File: src/eebm_defs.svh
`ifndef EEBM_DEFS_SVH
`define EEBM_DEFS_SVH
`define EEBM_CLK_NS      40
`define EEBM_T_QTR_NS    2500
`define EEBM_QTR_CYC     (`EEBM_T_QTR_NS / `EEBM_CLK_NS)
`define EEBM_QCNT_W      7
`define EEBM_DIR_BIT     0
`define EEBM_ACK_BIT     4'h8
`define EEBM_LAST_DATA   4'h7
`endif

File: src/eebm_pkg.sv
package eebm_pkg;
  typedef enum logic [5:0] {
    ST_IDLE  = 6'h01,
    ST_START = 6'h02,
    ST_SHIFT = 6'h04,
    ST_STOP  = 6'h08,
    ST_HOLD  = 6'h10,
    ST_RWAIT = 6'h20
  } eebm_state_t;

  typedef struct packed {
    logic stop_rx;
    logic stop_tx;
  } eebm_ctrl_t;
endpackage

File: src/eebm_master.sv
`timescale 1ns/1ns
`default_nettype none
`include "eebm_defs.svh"
module eebm_master (
  input  wire logic       I_REF_CLK,
  input  wire logic       I_RST_B,
  input  wire logic [7:0] I_SLV_ADDR,
  input  wire logic [7:0] I_TX_DATA,
  input  wire logic       I_TX_WR,
  input  wire logic       I_RX_RD,
  input  wire logic       I_STOP_AFTER_RX,
  input  wire logic       I_STOP_AFTER_TX,
  input  wire logic       I_SDA,
  output logic            O_SDA_O,
  output logic            O_SDA_OE,
  output logic            O_SCL_O,
  output logic            O_SCL_OE,
  output logic [7:0]      O_RX_DATA,
  output logic            O_TX_EMPTY,
  output logic            O_RX_FULL,
  output logic            O_NACK,
  output logic            O_BUSY
);
  localparam logic [`EEBM_QCNT_W-1:0] QTR_LAST = `EEBM_QCNT_W'(`EEBM_QTR_CYC - 1);

  eebm_pkg::eebm_state_t     state_r, state_nxt;
  eebm_pkg::eebm_ctrl_t      ctrl;
  logic [`EEBM_QCNT_W-1:0]   qcnt_r, qcnt_nxt;
  logic [1:0]                ph_r, ph_nxt;
  logic [3:0]                bit_r, bit_nxt;
  logic [7:0]                sh_r, sh_nxt;
  logic [7:0]                txbuf_r, txbuf_nxt;
  logic [7:0]                rxd_r, rxd_nxt;
  logic                      rxmode_r, rxmode_nxt;
  logic                      adrbyte_r, adrbyte_nxt;
  logic                      rdtxn_r, rdtxn_nxt;
  logic                      last_r, last_nxt;
  logic                      sda_drv_r, sda_drv_nxt;
  logic                      scl_low_r, scl_low_nxt;
  logic                      txe_r, txe_nxt;
  logic                      rxf_r, rxf_nxt;
  logic                      nack_r, nack_nxt;
  logic                      sda_m1_r, sda_s_r;
  logic                      tick, byte_end, rx_latch, timed;

  assign ctrl.stop_rx = I_STOP_AFTER_RX;
  assign ctrl.stop_tx = I_STOP_AFTER_TX;
  assign timed    = (state_r == eebm_pkg::ST_START) || (state_r == eebm_pkg::ST_SHIFT) ||
                    (state_r == eebm_pkg::ST_STOP);
  assign tick     = timed && (qcnt_r == QTR_LAST);
  assign byte_end = (state_r == eebm_pkg::ST_SHIFT) && tick && (ph_r == 2'h3) &&
                    (bit_r == `EEBM_ACK_BIT);
  assign rx_latch = (state_r == eebm_pkg::ST_SHIFT) && tick && (ph_r == 2'h3) &&
                    (bit_r == `EEBM_LAST_DATA) && rxmode_r;

  // sda pin synchroniser
  always_ff @(posedge I_REF_CLK or negedge I_RST_B) begin
    if (!I_RST_B) begin
      sda_m1_r <= 1'b1;
      sda_s_r  <= 1'b1;
    end else begin
      sda_m1_r <= I_SDA;
      sda_s_r  <= sda_m1_r;
    end
  end

  always_comb begin
    state_nxt   = state_r;
    qcnt_nxt    = tick ? '0 : (timed ? qcnt_r + `EEBM_QCNT_W'(1) : '0);
    ph_nxt      = tick ? ph_r + 2'h1 : ph_r;
    bit_nxt     = bit_r;
    sh_nxt      = sh_r;
    txbuf_nxt   = txbuf_r;
    rxd_nxt     = rxd_r;
    rxmode_nxt  = rxmode_r;
    adrbyte_nxt = adrbyte_r;
    rdtxn_nxt   = rdtxn_r;
    last_nxt    = last_r;
    sda_drv_nxt = sda_drv_r;
    scl_low_nxt = scl_low_r;
    txe_nxt     = txe_r;
    rxf_nxt     = rxf_r;
    nack_nxt    = nack_r;
    if (I_RX_RD) begin
      rxf_nxt = 1'b0;
    end
    case (state_r)
      eebm_pkg::ST_IDLE: begin
        sda_drv_nxt = 1'b0;
        scl_low_nxt = 1'b0;
        if (I_TX_WR) begin
          txbuf_nxt   = I_TX_DATA;
          txe_nxt     = 1'b0;
          rdtxn_nxt   = I_SLV_ADDR[`EEBM_DIR_BIT];
          if (I_SLV_ADDR[`EEBM_DIR_BIT]) begin
            rxf_nxt = 1'b0;
          end
          state_nxt   = eebm_pkg::ST_START;
          ph_nxt      = 2'h0;
          qcnt_nxt    = '0;
        end
      end
      eebm_pkg::ST_START: begin
        if (tick) begin
          case (ph_r)
            2'h0: scl_low_nxt = 1'b0;
            2'h1: sda_drv_nxt = 1'b1;
            2'h2: scl_low_nxt = 1'b1;
            default: begin
              state_nxt   = eebm_pkg::ST_SHIFT;
              sh_nxt      = I_SLV_ADDR;
              sda_drv_nxt = ~I_SLV_ADDR[7];
              bit_nxt     = 4'h0;
              rxmode_nxt  = 1'b0;
              adrbyte_nxt = 1'b1;
            end
          endcase
        end
      end
      eebm_pkg::ST_SHIFT: begin
        if (tick) begin
          case (ph_r)
            2'h0: scl_low_nxt = 1'b0;
            2'h1: begin
              if (bit_r == `EEBM_ACK_BIT) begin
                if (!rxmode_r) begin
                  nack_nxt = sda_s_r;
                end
              end else begin
                sh_nxt = {sh_r[6:0], sda_s_r};
              end
            end
            2'h2: scl_low_nxt = 1'b1;
            default: begin
              bit_nxt = bit_r + 4'h1;
              if (bit_r == `EEBM_LAST_DATA) begin
                if (rxmode_r) begin
                  rxd_nxt     = sh_r;
                  rxf_nxt     = 1'b1;
                  last_nxt    = ctrl.stop_rx;
                  sda_drv_nxt = ~ctrl.stop_rx;
                end else begin
                  sda_drv_nxt = 1'b0;
                end
              end else if (bit_r == `EEBM_ACK_BIT) begin
                bit_nxt = 4'h0;
                if (adrbyte_r && rdtxn_r) begin
                  adrbyte_nxt = 1'b0;
                  rxmode_nxt  = 1'b1;
                  sda_drv_nxt = 1'b0;
                  txe_nxt     = 1'b1;
                end else if (adrbyte_r) begin
                  adrbyte_nxt = 1'b0;
                  sh_nxt      = txbuf_r;
                  sda_drv_nxt = ~txbuf_r[7];
                end else if (!rxmode_r) begin
                  txe_nxt = 1'b1;
                  if (ctrl.stop_tx) begin
                    state_nxt   = eebm_pkg::ST_STOP;
                    sda_drv_nxt = 1'b1;
                  end else begin
                    state_nxt   = eebm_pkg::ST_HOLD;
                    sda_drv_nxt = 1'b0;
                  end
                end else if (last_r) begin
                  state_nxt   = eebm_pkg::ST_STOP;
                  sda_drv_nxt = 1'b1;
                end else begin
                  state_nxt   = eebm_pkg::ST_RWAIT;
                  sda_drv_nxt = 1'b0;
                end
              end else begin
                sda_drv_nxt = rxmode_r ? 1'b0 : ~sh_r[7];
              end
            end
          endcase
        end
      end
      eebm_pkg::ST_STOP: begin
        if (tick) begin
          case (ph_r)
            2'h0: scl_low_nxt = 1'b0;
            2'h1: sda_drv_nxt = 1'b0;
            2'h2: sda_drv_nxt = 1'b0;
            default: state_nxt = eebm_pkg::ST_IDLE;
          endcase
        end
      end
      eebm_pkg::ST_HOLD: begin
        if (I_TX_WR) begin
          txbuf_nxt = I_TX_DATA;
          txe_nxt   = 1'b0;
          ph_nxt    = 2'h0;
          qcnt_nxt  = '0;
          if (I_SLV_ADDR[`EEBM_DIR_BIT]) begin
            rdtxn_nxt = 1'b1;
            rxf_nxt   = 1'b0;
            state_nxt = eebm_pkg::ST_START;
          end else begin
            state_nxt   = eebm_pkg::ST_SHIFT;
            sh_nxt      = I_TX_DATA;
            sda_drv_nxt = ~I_TX_DATA[7];
            bit_nxt     = 4'h0;
            rxmode_nxt  = 1'b0;
            adrbyte_nxt = 1'b0;
          end
        end
      end
      eebm_pkg::ST_RWAIT: begin
        if (!rxf_r) begin
          state_nxt   = eebm_pkg::ST_SHIFT;
          ph_nxt      = 2'h0;
          qcnt_nxt    = '0;
          bit_nxt     = 4'h0;
          sda_drv_nxt = 1'b0;
        end
      end
      default: state_nxt = eebm_pkg::ST_IDLE;
    endcase
  end

  always_ff @(posedge I_REF_CLK or negedge I_RST_B) begin
    if (!I_RST_B) begin
      state_r   <= eebm_pkg::ST_IDLE;
      qcnt_r    <= '0;
      ph_r      <= 2'h0;
      bit_r     <= 4'h0;
      sh_r      <= 8'h00;
      txbuf_r   <= 8'h00;
      rxd_r     <= 8'h00;
      rxmode_r  <= 1'b0;
      adrbyte_r <= 1'b0;
      rdtxn_r   <= 1'b0;
      last_r    <= 1'b0;
      sda_drv_r <= 1'b0;
      scl_low_r <= 1'b0;
      txe_r     <= 1'b1;
      rxf_r     <= 1'b0;
      nack_r    <= 1'b0;
    end else begin
      state_r   <= state_nxt;
      qcnt_r    <= qcnt_nxt;
      ph_r      <= ph_nxt;
      bit_r     <= bit_nxt;
      sh_r      <= sh_nxt;
      txbuf_r   <= txbuf_nxt;
      rxd_r     <= rxd_nxt;
      rxmode_r  <= rxmode_nxt;
      adrbyte_r <= adrbyte_nxt;
      rdtxn_r   <= rdtxn_nxt;
      last_r    <= last_nxt;
      sda_drv_r <= sda_drv_nxt;
      scl_low_r <= scl_low_nxt;
      txe_r     <= txe_nxt;
      rxf_r     <= rxf_nxt;
      nack_r    <= nack_nxt;
    end
  end

  assign O_SDA_O    = 1'b0;
  assign O_SDA_OE   = sda_drv_r;
  assign O_SCL_O    = 1'b0;
  assign O_SCL_OE   = scl_low_r;
  assign O_RX_DATA  = rxd_r;
  assign O_TX_EMPTY = txe_r;
  assign O_RX_FULL  = rxf_r;
  assign O_NACK     = nack_r;
  assign O_BUSY     = (state_r != eebm_pkg::ST_IDLE);

  a_idle_start: assert property (@(posedge I_REF_CLK) disable iff (!I_RST_B)
    (state_r == eebm_pkg::ST_IDLE) && I_TX_WR |=> (state_r == eebm_pkg::ST_START)
    ##[1:300] (state_r == eebm_pkg::ST_SHIFT) && adrbyte_r)
    else $error("write from idle did not start with address");
  a_txe_busy: assert property (@(posedge I_REF_CLK) disable iff (!I_RST_B)
    I_TX_WR && ((state_r == eebm_pkg::ST_IDLE) || (state_r == eebm_pkg::ST_HOLD))
    |=> !O_TX_EMPTY)
    else $error("transmit write left empty flag set");
  a_rxf_launch: assert property (@(posedge I_REF_CLK) disable iff (!I_RST_B)
    I_TX_WR && I_SLV_ADDR[0] && (state_r == eebm_pkg::ST_IDLE) |=> !O_RX_FULL)
    else $error("read launch did not clear receiver full");
  a_rxf_clear: assert property (@(posedge I_REF_CLK) disable iff (!I_RST_B)
    I_RX_RD && !rx_latch |=> !O_RX_FULL)
    else $error("receive read did not clear receiver full");
  a_rx_load: assert property (@(posedge I_REF_CLK) disable iff (!I_RST_B)
    rx_latch |=> O_RX_FULL && (O_RX_DATA == $past(sh_r)))
    else $error("received byte not loaded");
  a_tx_done: assert property (@(posedge I_REF_CLK) disable iff (!I_RST_B)
    byte_end && !rxmode_r && !adrbyte_r |=> O_TX_EMPTY)
    else $error("sent byte did not set empty flag");
  a_tx_stop: assert property (@(posedge I_REF_CLK) disable iff (!I_RST_B)
    byte_end && !rxmode_r && !adrbyte_r && ctrl.stop_tx |=> (state_r == eebm_pkg::ST_STOP))
    else $error("transmit stop not generated");
  a_tx_open: assert property (@(posedge I_REF_CLK) disable iff (!I_RST_B)
    byte_end && !rxmode_r && !adrbyte_r && !ctrl.stop_tx |=> (state_r == eebm_pkg::ST_HOLD))
    else $error("bus not held open after byte");
  a_rx_stop: assert property (@(posedge I_REF_CLK) disable iff (!I_RST_B)
    byte_end && rxmode_r |=> (state_r == ($past(last_r) ? eebm_pkg::ST_STOP
                                                        : eebm_pkg::ST_RWAIT)))
    else $error("wrong end after received byte");
  a_hold_shift: assert property (@(posedge I_REF_CLK) disable iff (!I_RST_B)
    (state_r == eebm_pkg::ST_HOLD) && I_TX_WR && !I_SLV_ADDR[0]
    |=> (state_r == eebm_pkg::ST_SHIFT) && !adrbyte_r && (sh_r == $past(I_TX_DATA)))
    else $error("open transaction write not shifted alone");
  a_addr_data: assert property (@(posedge I_REF_CLK) disable iff (!I_RST_B)
    byte_end && adrbyte_r && !rdtxn_r |=> (state_r == eebm_pkg::ST_SHIFT) &&
    (sh_r == txbuf_r) && !adrbyte_r)
    else $error("data byte did not follow address");
  a_master_ack: assert property (@(posedge I_REF_CLK) disable iff (!I_RST_B)
    rx_latch |=> (O_SDA_OE == !last_r) [*8])
    else $error("master ack level wrong");
  a_rx_next: assert property (@(posedge I_REF_CLK) disable iff (!I_RST_B)
    (state_r == eebm_pkg::ST_RWAIT) && !O_RX_FULL |=> (state_r == eebm_pkg::ST_SHIFT))
    else $error("next byte not received after read");
endmodule // eebm_master
`default_nettype wire

File: config.mk
export PLATFORM = sky130hd
export DESIGN_NAME = eebm_master
export DESIGN_NICKNAME = d
export VERILOG_FILES = /design/src/eebm_pkg.sv /design/src/eebm_master.sv
export VERILOG_INCLUDE_DIRS = /design/src
export SDC_FILE = /design/constraint.sdc
export NUM_CORES = 1
export LEC_CHECK = 0
export ABC_AREA = 1
export BUFFER_PORTS_ARGS = -buffer_cell sky130_fd_sc_hd__buf_2
export CAP_MARGIN = 10
export CORE_MARGIN = 2
export CORE_UTILIZATION = 59
export CTS_CLUSTER_SIZE = 40
export DETAILED_ROUTE_END_ITERATION = 8
export PLACE_DENSITY = 0.8
export SYNTH_ARGS = -nofsm -noshare
export SYNTH_HDL_FRONTEND = slang
export SYNTH_SLANG_ARGS = --single-unit
File: constraint.sdc
create_clock -name I_REF_CLK -period 2.4 [get_ports I_REF_CLK]
set_clock_uncertainty 0.05 [all_clocks]
set_input_delay 0.36 -clock I_REF_CLK [delete_from_list [all_inputs] [get_ports I_REF_CLK]]
set_output_delay 0.36 -clock I_REF_CLK [all_outputs]
set_load 0.1 [all_outputs]
### Yosys cells after proc, flatten, opt, wreduce, memory -nomap -nowiden

Cells that the tools add are included.

* $add $sub $neg: 3
* multipliers: 0
* divide/modulo/power cells: 0
* magnitude comparators: 0
* equality and inequality tests: 42
* shift operators: 0
* muxes and demuxes: 111
* bitwise logic cells: 7
* reduce and logical (&&, ||, !) cells: 28

Operators with widths (number)
* $mux W6: 15
* $mux W8: 10
* $mux W1: 53
* $mux W4: 9
* $ne A2 B2 Y1 const B: 18
* $pmux W6 S6: 1
* $mux W7: 4
* $pmux W8 S3: 1
* $reduce_and A10 Y1: 2
* $ne A3 B2 Y1 const B: 6
* $pmux W4 S4: 1
* $pmux W8 S2: 1
* $reduce_and A8 Y1: 2
* $reduce_and A5 Y1: 3
* $pmux W7 S2: 1
* $reduce_and A13 Y1: 1
* $reduce_and A12 Y1: 1
* $pmux W1 S2: 5
* $pmux W1 S3: 3
* $reduce_and A9 Y1: 1
* $ne A2 B1 Y1 const B: 4
* $reduce_or A2 Y1: 4
* $add A7 B1 Y7 const B: 1
* $eq A7 B6 Y1 const B: 1
* other kinds (31): 43

* register bits after elaboration: 54
* bits in latches: 0
* RAM bits: 0
* bits in read-only memories: 0
* input bits: 23
* output and inout bits: 16
* word-level logic and storage cells: 209
* memories kept: 0

### Depth between registers and ports, before layout

* word-level depth: 9
* depth in mapped cells: 11
* depth with buffers taken out: 11

### Worst setup path before layout

OpenSTA, ideal clock, no wires.

* path kind: reg2reg
* from: register state_r[3]
* to: register scl_low_r (netlist: O_SCL_OE)
* setup time: 114 ps
* data arrival time: 2209 ps
* path slack: 27 ps
* stages on the path, launching flop included: 8
* buffers on the path: 1
* period minus slack after synthesis: 2373 ps
* cells stage by stage: dfrtp_1 -> nor2_4 -> clkbuf_1 -> nand3_1 -> o21ai_0 -> nand2_1 -> nand2_1 -> inv_1

* cells in the longest elaborated chain, start to end: 6
* elaborated cells between the ends (all ways): 15

Ends and longest elaborated chain
* start: declaration: RTL line eebm_master.sv:26 `eebm_pkg::eebm_state_t state_r, state_nxt;`
* start signal: assignment: RTL line eebm_master.sv:224 `state_r <= eebm_pkg::ST_IDLE;`
* start signal: assignment: RTL line eebm_master.sv:241 `state_r <= state_nxt;`
* $eq A6 B2 Y1 or $eq A6 B3 Y1 (tied branches): RTL line eebm_master.sv:48, eebm_master.sv:87
* $logic_or A1 B1 Y1 (2 in a row): RTL line eebm_master.sv:48 `assign timed = (state_r == eebm_pkg::ST_START) || (state_r == eebm_pkg::ST_SHIFT) ||`
* $logic_and A1 B1 Y1: RTL line eebm_master.sv:50 `assign tick = timed && (qcnt_r == QTR_LAST);`
* $ne A2 B1 Y1 (no source line) or $ne A2 B2 Y1 (tied branches)
* $reduce_and A5 Y1 (no source line)
* end signal: assignment: RTL line eebm_master.sv:253 `scl_low_r <= scl_low_nxt;`
* end: declaration: RTL line eebm_master.sv:39 `logic scl_low_r, scl_low_nxt;`

Several ways; a longest one is shown, not always the timed one.
A chain may end at the register's enable or synchronous reset.

### Worst setup path in the final report

* from: register state_r[3]
* to: output O_BUSY

* cells in the longest elaborated chain, start to end: 1

Ends and longest elaborated chain
* $ne A6 B1 Y1: RTL line eebm_master.sv:268 `assign O_BUSY = (state_r != eebm_pkg::ST_IDLE);`
* end: declaration: RTL line eebm_master.sv:22 `output logic O_BUSY`

Every way passes these cells.

==> results.json <==
{
  "grt_usage_pct": 27.9,
  "dieArea_um2": 6330,
  "io_pins": 39,
  "clock_path_buffers": 2,
  "ant_nets": 0,
  "post_drt_via_cell_ratio": 5.55,
  "clock.fmax_mhz": 470,
  "hp-class": "in -> reg",
  "p_leak_uw": 0.00204,
  "ys_seq_area_share_pct": 40.3,
  "core-area_um2": 5510,
  "grt_max_degree": 55,
  "critical_path_class": "reg -> out",
  "holdPathStages": 1,
  "critPathMaxFanout": 18,
  "cts_setup_buffers": 0,
  "drive_above_1_share_pct": 19.7,
  "clockRootBuffer": "clkbuf_8",
  "cts_num_sinks": 54,
  "drt-total-wl_mm": 8.17,
  "synth_compound_area_share_pct": 4.35,
  "crit_chain": "nor2_4 -> nand3_1 -> buf_2",
  "grt_setup_unrepaired": "no",
  "synth_top_family_by_area": "simple AND/OR/NAND/NOR gates",
  "hold_start": "I_SDA",
  "grt_pass1_wl_mm": 13.9,
  "synth-seq-cells": 54,
  "hold-worst-slack_ns": 0.0925,
  "cp_top_family": "simple AND/OR/NAND/NOR gates",
  "synth-simple-area-share_pct": 40.7,
  "worstSetupStartpointType": "flop",
  "netlist_area_um2": 3370,
  "run_status": "complete, no violations",
  "vias": 3101,
  "nFillCells": 488,
  "stdcell_count": 559,
  "synth-xor-area-share_pct": 1.30,
  "std_cell_rows": 27,
  "synth-warning-count": 0,
  "final_cell_mix": "nand2_1, dfrtp_1, nand3_1",
  "cp_data_required_time_ns": 1.99,
  "dp_hpwl_mm": 6.23,
  "cp_slowest_cell": "dfrtp_1",
  "power_density_nw_per_um2": 1020,
  "synth_adder_area_share_pct": 2.97,
  "regArea_um2": 1360,
  "worstReg2RegEnd": "O_NACK$_DFFE_PN0P_",
  "cp.arrival_ns": 1.72,
  "diodes": 0,
  "r2r_setup_slack_ns": 0.33,
  "start_util_pct": 61.1,
  "fin_crit_ns": 2.13,
  "avgSynthCellArea_um2": 7.56,
  "dp.cells": 550,
  "drc_errors": 0,
  "reg2reg_from": "state_r[1]$_DFFE_PN0P_",
  "critical_path.max_stage_delay_ns": 0.47,
  "die_w_um": 79.5,
  "fin_crit_sh_pct": 88.7,
  "drt_first_pass_iters": 6,
  "yosysUniqueCellTypes": 35,
  "synth_mux_area_share_pct": 2.68,
  "die_h_um": 79.5,
  "hold_viol_final": 0,
  "ir_drop_mv": 0.562,
  "max_cap_viol_count": 0,
  "antenna_found_initial": 0,
  "clkTransAtPathRegs_ns": 0.09,
  "cts_buffers": 5,
  "portBuffers": 36,
  "grt_pass1_vias": 3036,
  "setup_tns_ns": 0,
  "grt.overflow.total": 0,
  "cts_tree": "done",
  "syn_to_final_growth_pct": 12.5,
  "setup_viol_count_final": 0,
  "gp_congestion": 0.963,
  "ctsResizeCount": 0,
  "r2r_cells": 8,
  "layout.nets": 517,
  "slew_violations": 0,
  "final_common_cell": "nand2_1",
  "drt_iter0_drc": 229,
  "syn_inst": 445,
  "min_to": "sda_m1_r$_DFF_PN1_",
  "total_power_uw": 3850,
  "cp-end-kind": "output port",
  "clkLatencyLatePin_ns": 0.31,
  "multiInputGateArea_um2": 1760,
  "cp_num_buf_inv": 1,
  "h-tree-depth": 2,
  "post_drt_wl_per_cell_um": 14.6
}
-- cell usage after synthesis (all sizes together) --
| master | number | share of area [%] |
|---|---|---|
| a21boi | 1 | 0.22 |
| a21oi | 5 | 0.86 |
| buf | 7 | 1.6 |
| clkbuf | 5 | 0.56 |
| conb | 1 | 0.11 |
| dfrtp | 50 | 37 |
| dfstp | 4 | 3.1 |
| ha | 8 | 3.0 |
| inv | 47 | 5.4 |
| mux2 | 8 | 2.7 |
| nand2 | 147 | 17 |
| nand3 | 52 | 8.9 |
| nand3b | 3 | 0.67 |
| nand4 | 31 | 5.8 |
| nor2 | 48 | 7.1 |
| nor3 | 3 | 0.45 |
| nor4 | 1 | 0.63 |
| o21ai | 17 | 2.9 |
| o21bai | 1 | 0.22 |
| o22ai | 1 | 0.19 |
| xnor2 | 1 | 0.26 |
| xor2 | 4 | 1.0 |
-- cells by family (layout without fill, tap and decap cells) --
logic type | count (synthesis) | after routing
compound gates | 25 | 25
xor+xnor | 5 | 5
fa+ha+maj | 8 | 8
buf+inv | 59 | 100
flops | 54 | 54
mux | 8 | 8
other cells | 1 | 2
simple gates | 285 | 285
-- final cells by class --
cell class	count	area share, %
clock inverters	3	1.82
flip-flops and latches	54	35.8
repair buffers	45	6.94
well taps	72	2.38
multi-input cells	333	46.4
clock buffers	5	1.82
inverters	47	4.79
-- flip-flops by register name, summed over array words and instances (netlist names), 2 cells and up --
name and count:
bit_r 4, txbuf_r 8, sh_r 8, qcnt_r 7, O_RX_DATA 8, ph_r 2, state_r 6
-- power by group --
part / switching, uW / leakage [uW] / internal, uW
registers: 179 / 0.000698 / 1140
clock network: 304 / 0.0000683 / 418
logic: 1290 / 0.00128 / 517
total: 1770 / 0.00204 / 2080
-- metal layers --
metal | global-route usage [%] | vias up | wire length (um)
met5 | 0 | - | 0
met4 | 9.83 | 0 | 191
met3 | 4.75 | 21 | 511
met2 | 45.7 | 115 | 3810
met1 | 37.4 | 1437 | 3660
li1 | - | 1528 | -
-- what timing repair did --
item,in CTS,in global routing
hold buffers,1,0
hold endpoints to repair,34,0
endpoints found under the setup margin,0,0
-- worst max-delay path by stage --
stage	startpoint	cells past startpoint	end	slack [ns]
3_5_place_dp	state_r[1]$_DFFE_PN0P_	8	O_NACK$_DFFE_PN0P_	0.39
3_3_place_gp	state_r[1]$_DFFE_PN0P_	8	O_NACK$_DFFE_PN0P_	0.38
6_report	state_r[3]$_DFFE_PN0P_	3	O_BUSY	0.27
5_1_grt	state_r[1]$_DFFE_PN0P_	8	O_NACK$_DFFE_PN0P_	0.15
4_1_cts	state_r[3]$_DFFE_PN0P_	3	O_BUSY	0.29
2_1_floorplan	state_r[3]$_DFFE_PN0P_	7	O_SCL_OE$_DFFE_PN0P_	0.03
-- stage by stage --
step / utilization [%] / setup slack [ns] / cell area (um^2)
after floorplan: - / 0.0266 / 3370
after global placement: 66.1 / 0.382 / 3640
after detailed placement: 66.1 / 0.389 / 3640
after CTS: 68.8 / 0.295 / 3790
after global routing: 68.8 / 0.153 / 3790
final: 68.8 / 0.272 / 3790
No activity file was read; power rests on OpenSTA's default activity.
